$ cat src/rtl/pao_pkg.sv
// Purpose: Shared constants and types of the phase accumulator oscillator
// Assumes: One 8-bit register per aligned 32-bit word on AXI4-Lite
// Notes: Offsets are byte addresses
`default_nettype none
package pao_pkg;

  // Datapath widths
  localparam int PAO_ACC_W = 20;
  localparam int PAO_INC_W = 16;
  localparam int PAO_ADDR_W = 8;
  localparam int PAO_PULSE_CNT_W = 8;

  // Register byte offsets
  localparam logic [7:0] OFF_ACC_LOW = 8'h00;
  localparam logic [7:0] OFF_ACC_HIGH = 8'h04;
  localparam logic [7:0] OFF_ACC_UPPER = 8'h08;
  localparam logic [7:0] OFF_INC_LOW = 8'h0C;
  localparam logic [7:0] OFF_INC_HIGH = 8'h10;
  localparam logic [7:0] OFF_CTRL = 8'h14;
  localparam logic [7:0] OFF_CLK_CFG = 8'h18;

  // Control register fields
  localparam int CTRL_EN_BIT = 7;
  localparam int CTRL_PIN_BIT = 6;
  localparam int CTRL_OUT_BIT = 5;
  localparam int CTRL_POL_BIT = 4;
  localparam int CTRL_PF_BIT = 0;

  // Clock configuration fields
  localparam int CLK_PW_LSB = 5;
  localparam int CLK_PW_W = 3;
  localparam int CLK_SEL_LSB = 0;

  // AXI response codes
  localparam logic [1:0] RESP_OKAY = 2'h0;
  localparam logic [1:0] RESP_SLVERR = 2'h2;

  // Accumulator clock sources, in select-field order
  typedef enum logic [1:0] {
    PAO_SRC_FAST,
    PAO_SRC_SYS,
    PAO_SRC_LOGIC,
    PAO_SRC_EXT
  } pao_src_t;

endpackage
`default_nettype wire

$ cat src/rtl/pao_core_if.sv
// Purpose: Carrier between register front end and accumulator core
// Assumes: Both ends on aclk
// Notes: Write strobes are one-cycle pulses
`timescale 1ns/1ps
`default_nettype none
interface pao_core_if #(
  parameter int ACC_W = pao_pkg::PAO_ACC_W,
  parameter int INC_W = pao_pkg::PAO_INC_W
);
  logic tick;
  logic enable;
  logic [7:0] wr_byte;
  logic inc_wr_low;
  logic inc_wr_high;
  logic [2:0] acc_wr;
  logic [INC_W-1:0] inc_sw;
  logic [ACC_W-1:0] acc;
  logic ovf;
  modport core (input tick, enable, wr_byte, inc_wr_low, inc_wr_high, acc_wr, inc_sw,
    output acc, ovf);
  modport ctl (output tick, enable, wr_byte, inc_wr_low, inc_wr_high, acc_wr, inc_sw,
    input acc, ovf);
endinterface
`default_nettype wire

$ cat src/rtl/pao_accum.sv
// Purpose: Phase accumulator, adder and double-buffered increment
// Assumes: tick is a one-cycle pulse per selected input clock edge
// Notes: Software accumulator writes take priority over a tick
`timescale 1ns/1ps
`default_nettype none
module pao_accum #(
  parameter int ACC_W = pao_pkg::PAO_ACC_W,
  parameter int INC_W = pao_pkg::PAO_INC_W
) (
  input wire logic aclk,
  input wire logic aresetn,
  pao_core_if.core c
);
  import pao_pkg::*;

  if (INC_W != 16 || ACC_W <= 16 || ACC_W > 24) begin : g_bad_width
    $error("pao_accum: unsupported widths");
  end

  typedef struct packed {
    logic [ACC_W-1:0] acc;
    logic [INC_W-1:0] active;
    logic pending;
    logic ovf;
  } pao_core_state_t;

  pao_core_state_t s;
  pao_core_state_t n;
  logic [ACC_W:0] sum;
  logic [ACC_W-1:0] exp_acc;

  // Adder runs freely; only the accumulator load is clocked
  assign sum = {1'b0, s.acc} + {{(ACC_W + 1 - INC_W){1'b0}}, s.active};
  assign exp_acc = sum[ACC_W-1:0];
  assign c.acc = s.acc;
  assign c.ovf = s.ovf;

  always_comb begin
    n = s;
    n.ovf = 1'b0;
    if (c.tick) begin
      n.acc = sum[ACC_W-1:0];
      n.ovf = sum[ACC_W];
    end
    if (c.acc_wr[0]) n.acc[7:0] = c.wr_byte;
    if (c.acc_wr[1]) n.acc[15:8] = c.wr_byte;
    if (c.acc_wr[2]) n.acc[ACC_W-1:16] = c.wr_byte[ACC_W-17:0];
    if (!c.enable) begin
      n.pending = 1'b0;
      if (c.inc_wr_low) n.active[7:0] = c.wr_byte;
      if (c.inc_wr_high) n.active[15:8] = c.wr_byte;
    end else begin
      // Both bytes move together on the accumulator clock
      if (c.tick && s.pending) begin
        n.active = c.inc_sw;
        n.pending = 1'b0;
      end
      if (c.inc_wr_low) n.pending = 1'b1;
    end
  end

  always_ff @(posedge aclk) begin
    if (!aresetn) s <= '0;
    else s <= n;
  end

  ////////////////////////////////////////////////////////////////////////////
  property p_acc_step;
    @(posedge aclk) disable iff (!aresetn)
    c.tick && (c.acc_wr == 3'h0) |=> s.acc == $past(exp_acc);
  endproperty
  a_acc_step: assert property (p_acc_step) else $error("accumulator step wrong");

  property p_acc_hold;
    @(posedge aclk) disable iff (!aresetn)
    !c.tick && (c.acc_wr == 3'h0) |=> $stable(s.acc);
  endproperty
  a_acc_hold: assert property (p_acc_hold) else $error("accumulator moved");

  property p_ovf;
    @(posedge aclk) disable iff (!aresetn)
    c.tick |=> s.ovf == $past(sum[ACC_W]);
  endproperty
  a_ovf: assert property (p_ovf) else $error("overflow flag wrong");

  property p_imm_load;
    @(posedge aclk) disable iff (!aresetn)
    !c.enable && c.inc_wr_low |=> s.active[7:0] == $past(c.wr_byte);
  endproperty
  a_imm_load: assert property (p_imm_load) else $error("no immediate load");

  property p_sync_load;
    @(posedge aclk) disable iff (!aresetn)
    c.enable && s.pending && c.tick |=> s.active == $past(c.inc_sw);
  endproperty
  a_sync_load: assert property (p_sync_load) else $error("buffer not loaded");

  property p_inc_hold;
    @(posedge aclk) disable iff (!aresetn)
    c.enable && $past(c.enable) && !$past(c.tick) |-> $stable(s.active);
  endproperty
  a_inc_hold: assert property (p_inc_hold) else $error("increment changed");

  c_overflow: cover property (@(posedge aclk) disable iff (!aresetn) s.ovf);
endmodule
`default_nettype wire

$ cat src/rtl/pao_top.sv
// Purpose: Phase accumulator oscillator with AXI4-Lite register access
// Assumes: Clock source inputs are synchronous to aclk
// Notes: Registers are 8 bits wide in the low byte of each word
`timescale 1ns/1ps
`default_nettype none

module pao_top #(
  parameter int ADDR_W = pao_pkg::PAO_ADDR_W,
  parameter int ACC_W = pao_pkg::PAO_ACC_W,
  parameter int INC_W = pao_pkg::PAO_INC_W
) (
  input wire logic aclk,
  input wire logic aresetn,
  input wire logic s_axi_awvalid,
  output logic s_axi_awready,
  input wire logic [ADDR_W-1:0] s_axi_awaddr,
  input wire logic s_axi_wvalid,
  output logic s_axi_wready,
  input wire logic [31:0] s_axi_wdata,
  input wire logic [3:0] s_axi_wstrb,
  output logic s_axi_bvalid,
  input wire logic s_axi_bready,
  output logic [1:0] s_axi_bresp,
  input wire logic s_axi_arvalid,
  output logic s_axi_arready,
  input wire logic [ADDR_W-1:0] s_axi_araddr,
  output logic s_axi_rvalid,
  input wire logic s_axi_rready,
  output logic [31:0] s_axi_rdata,
  output logic [1:0] s_axi_rresp,
  input wire logic internal_fast_osc,
  input wire logic logic_cell_output,
  input wire logic external_clock_pin,
  output logic osc_out,
  output logic pin_out,
  output logic pin_oe,
  output logic overflow_event
);
  import pao_pkg::*;

  if (ADDR_W < 8 || ADDR_W > 32) begin : g_bad_addr
    $error("pao_top: ADDR_W must be 8 to 32");
  end

  ////////////////////////////////////////////////////////////////////////////
  // State
  typedef struct packed {
    logic awready;
    logic wready;
    logic aw_got;
    logic w_got;
    logic [ADDR_W-1:0] waddr;
    logic [7:0] wdata;
    logic wstrb0;
    logic bvalid;
    logic [1:0] bresp;
    logic arready;
    logic rvalid;
    logic [31:0] rdata;
    logic [1:0] rresp;
    logic [7:0] inc_low;
    logic [7:0] inc_high;
    logic enable;
    logic pin_sel;
    logic polarity;
    logic pf_mode;
    pao_src_t clk_sel;
    logic [CLK_PW_W-1:0] pulse_w;
    logic [2:0] src_prev;
    logic toggle;
    logic pulse;
    logic [PAO_PULSE_CNT_W-1:0] pulse_cnt;
    logic osc_out;
    logic pin_out;
    logic pin_oe;
    logic ovf_event;
  } pao_top_state_t;

  pao_top_state_t s;
  pao_top_state_t n;

  pao_core_if #(.ACC_W(ACC_W), .INC_W(INC_W)) core_if ();

  pao_accum #(.ACC_W(ACC_W), .INC_W(INC_W)) u_accum (
    .aclk(aclk),
    .aresetn(aresetn),
    .c(core_if.core)
  );

  ////////////////////////////////////////////////////////////////////////////
  // Clock source selection and edge detection
  logic [2:0] src_now;
  logic src_edge;
  logic tick;

  assign src_now = {external_clock_pin, logic_cell_output, internal_fast_osc};

  function automatic logic pick_edge(input pao_src_t sel, input logic [2:0] now,
                                     input logic [2:0] prev);
    logic e;
    e = 1'b0;
    unique case (sel)
      PAO_SRC_FAST: e = now[0] & ~prev[0];
      PAO_SRC_SYS: e = 1'b1;
      PAO_SRC_LOGIC: e = now[1] & ~prev[1];
      PAO_SRC_EXT: e = now[2] & ~prev[2];
    endcase
    return e;
  endfunction

  assign src_edge = pick_edge(s.clk_sel, src_now, s.src_prev);
  assign tick = s.enable & src_edge;

  ////////////////////////////////////////////////////////////////////////////
  // Address decode
  logic do_write;
  logic wr_go;
  logic [7:0] woff;
  logic whit;
  logic [7:0] roff;
  logic rhit;

  function automatic logic in_map(input logic [ADDR_W-1:0] a);
    logic [7:0] off;
    off = {a[7:2], 2'b00};
    return ((a >> 8) == '0) && (off <= OFF_CLK_CFG);
  endfunction

  assign woff = {s.waddr[7:2], 2'b00};
  assign whit = in_map(s.waddr);
  assign roff = {s_axi_araddr[7:2], 2'b00};
  assign rhit = in_map(s_axi_araddr);
  assign do_write = s.aw_got & s.w_got & ~s.bvalid;
  assign wr_go = do_write & s.wstrb0 & whit;

  // Readback; the active increment buffer is not reachable
  function automatic logic [7:0] read_byte(input logic [7:0] off);
    logic [7:0] d;
    d = 8'h00;
    case (off)
      OFF_ACC_LOW: d = core_if.acc[7:0];
      OFF_ACC_HIGH: d = core_if.acc[15:8];
      OFF_ACC_UPPER: d[ACC_W-17:0] = core_if.acc[ACC_W-1:16];
      OFF_INC_LOW: d = s.inc_low;
      OFF_INC_HIGH: d = s.inc_high;
      OFF_CTRL: begin
        d[CTRL_EN_BIT] = s.enable;
        d[CTRL_PIN_BIT] = s.pin_sel;
        d[CTRL_OUT_BIT] = s.osc_out;
        d[CTRL_POL_BIT] = s.polarity;
        d[CTRL_PF_BIT] = s.pf_mode;
      end
      OFF_CLK_CFG: begin
        d[CLK_PW_LSB +: CLK_PW_W] = s.pulse_w;
        d[CLK_SEL_LSB +: 2] = s.clk_sel;
      end
      default: d = 8'h00;
    endcase
    return d;
  endfunction

  ////////////////////////////////////////////////////////////////////////////
  // Core connections
  assign core_if.tick = tick;
  assign core_if.enable = s.enable;
  assign core_if.wr_byte = s.wdata;
  assign core_if.inc_sw = {s.inc_high, s.inc_low};
  assign core_if.inc_wr_low = wr_go && (woff == OFF_INC_LOW);
  assign core_if.inc_wr_high = wr_go && (woff == OFF_INC_HIGH);
  assign core_if.acc_wr[0] = wr_go && (woff == OFF_ACC_LOW);
  assign core_if.acc_wr[1] = wr_go && (woff == OFF_ACC_HIGH);
  assign core_if.acc_wr[2] = wr_go && (woff == OFF_ACC_UPPER);

  ////////////////////////////////////////////////////////////////////////////
  // Next state
  always_comb begin
    n = s;
    n.src_prev = src_now;
    n.ovf_event = core_if.ovf;
    // Write channel
    if (s.awready && s_axi_awvalid) begin
      n.aw_got = 1'b1;
      n.waddr = s_axi_awaddr;
    end
    if (s.wready && s_axi_wvalid) begin
      n.w_got = 1'b1;
      n.wdata = s_axi_wdata[7:0];
      n.wstrb0 = s_axi_wstrb[0];
    end
    if (s.bvalid && s_axi_bready) n.bvalid = 1'b0;
    if (do_write) begin
      n.aw_got = 1'b0;
      n.w_got = 1'b0;
      n.bvalid = 1'b1;
      n.bresp = whit ? RESP_OKAY : RESP_SLVERR;
    end
    if (wr_go) begin
      case (woff)
        OFF_INC_LOW: n.inc_low = s.wdata;
        OFF_INC_HIGH: n.inc_high = s.wdata;
        OFF_CTRL: begin
          n.enable = s.wdata[CTRL_EN_BIT];
          n.pin_sel = s.wdata[CTRL_PIN_BIT];
          n.polarity = s.wdata[CTRL_POL_BIT];
          n.pf_mode = s.wdata[CTRL_PF_BIT];
        end
        OFF_CLK_CFG: begin
          n.pulse_w = s.wdata[CLK_PW_LSB +: CLK_PW_W];
          n.clk_sel = pao_src_t'(s.wdata[CLK_SEL_LSB +: 2]);
        end
        default: n.enable = s.enable;
      endcase
    end
    n.awready = !n.aw_got && !n.bvalid;
    n.wready = !n.w_got && !n.bvalid;
    // Read channel
    if (s.rvalid && s_axi_rready) n.rvalid = 1'b0;
    if (s.arready && s_axi_arvalid) begin
      n.rvalid = 1'b1;
      n.rdata = {24'h000000, read_byte(roff)};
      n.rresp = rhit ? RESP_OKAY : RESP_SLVERR;
    end
    n.arready = !n.rvalid;
    // Output shaping of the raw carry
    if (!s.enable) begin
      n.pulse = 1'b0;
    end else if (core_if.ovf) begin
      if (s.pf_mode) begin
        n.pulse = 1'b1;
        n.pulse_cnt = PAO_PULSE_CNT_W'((9'h001 << s.pulse_w) - 9'h001);
      end else begin
        n.toggle = ~s.toggle;
      end
    end else if (s.pulse && tick) begin
      // Width counted in selected input clock periods
      if (s.pulse_cnt == '0) n.pulse = 1'b0;
      else n.pulse_cnt = s.pulse_cnt - 1'b1;
    end
    n.osc_out = (n.pf_mode ? n.pulse : n.toggle) ^ n.polarity;
    n.pin_out = n.osc_out;
    n.pin_oe = n.enable & n.pin_sel;
  end

  always_ff @(posedge aclk) begin
    if (!aresetn) s <= '0;
    else s <= n;
  end

  ////////////////////////////////////////////////////////////////////////////
  // Outputs
  assign s_axi_awready = s.awready;
  assign s_axi_wready = s.wready;
  assign s_axi_bvalid = s.bvalid;
  assign s_axi_bresp = s.bresp;
  assign s_axi_arready = s.arready;
  assign s_axi_rvalid = s.rvalid;
  assign s_axi_rdata = s.rdata;
  assign s_axi_rresp = s.rresp;
  assign osc_out = s.osc_out;
  assign pin_out = s.pin_out;
  assign pin_oe = s.pin_oe;
  assign overflow_event = s.ovf_event;

  ////////////////////////////////////////////////////////////////////////////
  // Checks
  property p_sys_tick;
    @(posedge aclk) disable iff (!aresetn)
    s.enable && (s.clk_sel == PAO_SRC_SYS) |-> tick;
  endproperty
  a_sys_tick: assert property (p_sys_tick) else $error("system clock not ticking");

  property p_ext_edge;
    @(posedge aclk) disable iff (!aresetn)
    s.enable && (s.clk_sel == PAO_SRC_EXT) && external_clock_pin
      && !$past(external_clock_pin) && $past(aresetn) |-> tick;
  endproperty
  a_ext_edge: assert property (p_ext_edge) else $error("pin edge missed");

  property p_ovf_event;
    @(posedge aclk) disable iff (!aresetn)
    core_if.ovf |=> overflow_event;
  endproperty
  a_ovf_event: assert property (p_ovf_event) else $error("overflow event lost");

  property p_fdc_toggle;
    @(posedge aclk) disable iff (!aresetn)
    core_if.ovf && s.enable && !s.pf_mode |=> s.toggle != $past(s.toggle);
  endproperty
  a_fdc_toggle: assert property (p_fdc_toggle) else $error("no toggle");

  property p_pf_pulse;
    @(posedge aclk) disable iff (!aresetn)
    core_if.ovf && s.enable && s.pf_mode && !do_write |=> osc_out != s.polarity;
  endproperty
  a_pf_pulse: assert property (p_pf_pulse) else $error("no pulse");

  property p_pin;
    @(posedge aclk) disable iff (!aresetn)
    pin_oe |-> pin_out == osc_out;
  endproperty
  a_pin: assert property (p_pin) else $error("pin differs from output");

  property p_rd_resp;
    @(posedge aclk) disable iff (!aresetn)
    s_axi_arvalid && s_axi_arready |=> s_axi_rvalid;
  endproperty
  a_rd_resp: assert property (p_rd_resp) else $error("read not answered");

  property p_inc_read;
    @(posedge aclk) disable iff (!aresetn)
    core_if.inc_wr_high |=> s.inc_high == $past(s.wdata) ##1 1'b1;
  endproperty
  a_inc_read: assert property (p_inc_read) else $error("increment byte lost");

  c_write: cover property (@(posedge aclk) disable iff (!aresetn) s_axi_bvalid && s_axi_bready);
  c_read: cover property (@(posedge aclk) disable iff (!aresetn) s_axi_rvalid && s_axi_rready);
  c_pulse: cover property (@(posedge aclk) disable iff (!aresetn) s.pulse && s.pf_mode);
  c_toggle: cover property (@(posedge aclk) disable iff (!aresetn) core_if.ovf && !s.pf_mode);
endmodule
`default_nettype wire

$ cat config.mk
export PLATFORM = sky130hd
export DESIGN_NAME = pao_top
export DESIGN_NICKNAME = d
export VERILOG_FILES = /design/src/rtl/pao_pkg.sv /design/src/rtl/pao_core_if.sv /design/src/rtl/pao_accum.sv /design/src/rtl/pao_top.sv
export SDC_FILE = /design/constraint.sdc
export NUM_CORES = 1
export LEC_CHECK = 0
export BUFFER_PORTS_ARGS = -buffer_cell sky130_fd_sc_hd__buf_4
export CORE_MARGIN = 2
export CORE_UTILIZATION = 51
export DETAILED_ROUTE_END_ITERATION = 10
export PLACE_DENSITY_LB_ADDON = 0.1
export REMOVE_ABC_BUFFERS = 1
export SETUP_SLACK_MARGIN = 0.15
export SLEW_MARGIN = 15
export SYNTH_ARGS = -nofsm -noshare
export SYNTH_HDL_FRONTEND = slang
export SYNTH_SLANG_ARGS = --single-unit
$ cat constraint.sdc
create_clock -name aclk -period 2.19 [get_ports aclk]
set_input_delay 0.219 -clock aclk [delete_from_list [all_inputs] [get_ports aclk]]
set_output_delay 0.219 -clock aclk [all_outputs]
set_load 0.1 [all_outputs]
==> reports/summary.txt <==
Max-slew violations -> 0
Outcome -> complete, but fails checks
Placed cell area -> 6800 um2
CTS sink count -> 111
Failing checks -> setup timing
Largest net degree at the start of global routing -> 34
Minimum clock period after layout -> 2.27 ns
Final wirelength -> 16900 um
Top cells by count, synth -> dfxtp_1 (111), nand2_1 (81), a21oi_1 (79)
CP Data Arrival Time -> 2.51 ns
Seq cells post-synth -> 111
Leakage -> 3.03 nW
Max stage delay on crit path -> 0.41 ns
First-pass GRT wire length -> 26500 um
Post-DP HPWL -> 12200 um
Worst slew pin tran -> 0.741 ns
Setup slack, reg-to-reg -> -0.08 ns
Synthesized instance count -> 747
Main flop type after synthesis -> dfxtp_1
Placer Congestion -> 0.878
Inst Count DP -> 924
Layout Cells excl Fill -> 946
Post-CTS Hold Fix Bufs -> 0
Mean routed wirelength per cell -> 17.8 um
Die Y -> 115 um
Hold path depth -> 2
Reg2Reg Launch Point -> u_accum.s[2]$_SDFFE_PN0P_
Core footprint -> 12000 um2
Fin area -> 7380 um2
Worst Setup End Kind -> flop
Syn-to-layout area delta -> 17.2%
Max IR drop VDD -> 0.291 mV
Post-synth top area share -> 35.3%
DRT antenna net count -> 0
# nets final -> 876
Sequential area share after synthesis -> 35.3%
DR pass1 iterations -> 5
Final Worst Setup Slack -> -0.0756 ns
Die span in x -> 115 um
Power per cell area -> 579 nW/um2
Die area -> 13300 um2
Worst-path cell chain -> ha_4, fa_2, a21o_1, a221o_2, o311ai_1, buf_4, a21oi_2, xnor2_1, o21ai_1
CP delay by family, top -> compound AO/OA/AOI/OAI gates
Largest cells by area after synthesis -> dfxtp_1 (35%), mux2i_1 (7.8%), a21oi_1 (6.3%), nand2_1 (4.8%), buf_4 (4.6%)
Power, Total -> 4.27 mW
Row cnt -> 40
Worst path bufs/invs -> 1
Tot GR Track Use -> 25.6%
Mapped cell area -> 6300 um2
Hold Violations, Final -> 0
Vias post-DR -> 5565
Fin Setup TNS -> -0.209 ns
Top-level port count -> 107
Startpoint types -> flop
CTS root buffer -> clkbuf_16
CTS buffer count -> 9
Period utilisation layout -> 103%
RSZ-0062 raised after global routing -> yes
Place WS -> -0.194 ns
Initial antenna violation count -> 0
H-tree depth -> 3
Via density -> 5.88
YS warnings -> 0
Util after Layout -> 61.4%
Max Root-Sink Buffers -> 2
F_max -> 0.441 GHz
FF-to-FF path depth -> 9
Worst Min Path Start -> internal_fast_osc
Post-synth EDFFs -> 0
FF-to-FF End -> u_accum.c.acc[16]$_SDFFE_PN0P_
Initial DRC Count -> 533
FILL cells -> 1050
Hold slack -> 0.0699 ns
Port bufs -> 49
DRC viols -> 0
Post-synth cell types -> 69
Worst-path clk slew -> 0.08 ns
Max_slew headroom -> 50.1%
Most common cell in the netlist -> dfxtp_1
Post-synth ARST share -> 0%
Starting Density -> 52.4%
Final setup vio count -> 4
Syn_area_per_cell -> 8.43 um2
CTS tree -> done
MaxCap Viol Count -> 0
Overflow after GRT -> 0
WHS Endpoint -> s[14]$_SDFF_PN0_
HP Class -> primary input to flop
Antenna diode count -> 0
Crit-path max FO -> 4
Share of cells above drive strength 1 -> 23.7%
WS Path Type -> flop to flop
Worst EP required -> 2.44 ns
Clock skew -> 0.00861 ns
Yosys top cell by area -> dfxtp_1
CP max-delay cell -> a221o_2
Vias in the first global route -> 5089
Clock latency on the worst-skew pair -> 0.36 ns
## area by class of cell
type,instances,area (um2),share of cell area [%]
repair buffers,99,788,10.7
well taps,147,184,2.49
multi-input cells,559,3810,51.7
clock inverters,6,75.1,1.02
clock buffers,10,229,3.10
flip-flops and latches,111,2240,30.3
inverters,14,52.6,0.712
## cells by family after synthesis
kind of cell | synth area share, %
mux | 11.9
other cells | 0.0595
compound gates | 18.8
flops | 35.3
xor+xnor | 2.50
buf+inv | 8.80
simple gates | 18.5
fa+ha+maj | 4.09
## per-layer routing
layer / part of all wire, % / global-route usage (%)
met1: 47 / 37.0
met2: 46 / 39.5
met3: 5.9 / 3.85
met4: 1.6 / 8.11
met5: 0 / 0
## report_power, final
part	switching (mW)	total (mW)	internal (mW)
logic	0.379	0.482	0.103
clock network	0.798	1.70	0.907
registers	0.0429	2.09	2.04
## sequential cells by signal (all words and copies together), names as in the netlist, 8 cells and up
register / cells
s: 30
u_accum.c.acc: 20
u_accum.s: 17
core_if.inc_sw: 16
core_if.wr_byte: 8
s_axi_rdata: 8
## worst reg2reg max path, cell delays in order (launching register included)
cell	delay (ns)
dfxtp_2	0.34
ha_4	0.16
fa_2	0.36
a21o_1	0.18
a221o_2	0.41
o311ai_1	0.26
buf_4	0.18
a21oi_2	0.05
xnor2_1	0.15
o21ai_1	0.07
## cells in the final DEF (no fill, tap or decap), types with 8 or more instances in the layout
master / n
ha_1: 11
mux2i_1: 48
dfxtp_1: 100
a21o_1: 8
dfxtp_2: 10
nor2_1: 68
nand2b_1: 9
xnor2_1: 10
a21oi_1: 75
clkbuf_16: 9
nor3_1: 10
o21ai_0: 19
mux2_2: 13
buf_4: 94
nand3_1: 16
and2_1: 9
conb_1: 26
inv_1: 13
nand2_1: 81
a211oi_1: 17
## worst max-delay path by stage
stage	slack, ns	cells after the start	startpoint	to
after floorplan	-0.73	6	s[20]$_SDFFE_PN0P_	u_accum.s[10]$_SDFFE_PN0P_
after global placement	-0.15	9	u_accum.c.acc[0]$_SDFFE_PN0P_	u_accum.c.acc[18]$_SDFFE_PN0P_
after detailed placement	-0.19	9	u_accum.c.acc[0]$_SDFFE_PN0P_	u_accum.c.acc[18]$_SDFFE_PN0P_
after CTS	-0.14	9	u_accum.s[2]$_SDFFE_PN0P_	u_accum.c.acc[16]$_SDFFE_PN0P_
after global routing	-0.18	9	u_accum.c.acc[0]$_SDFFE_PN0P_	u_accum.c.acc[18]$_SDFFE_PN0P_
final	-0.08	9	u_accum.s[2]$_SDFFE_PN0P_	u_accum.c.acc[16]$_SDFFE_PN0P_
## repair_timing
item,CTS,global route
setup buffers,2,4
gates resized for setup,20,36
pin swaps,10,17
setup endpoints to repair,29,27
Note: power is estimated with default switching activity, not from simulation.
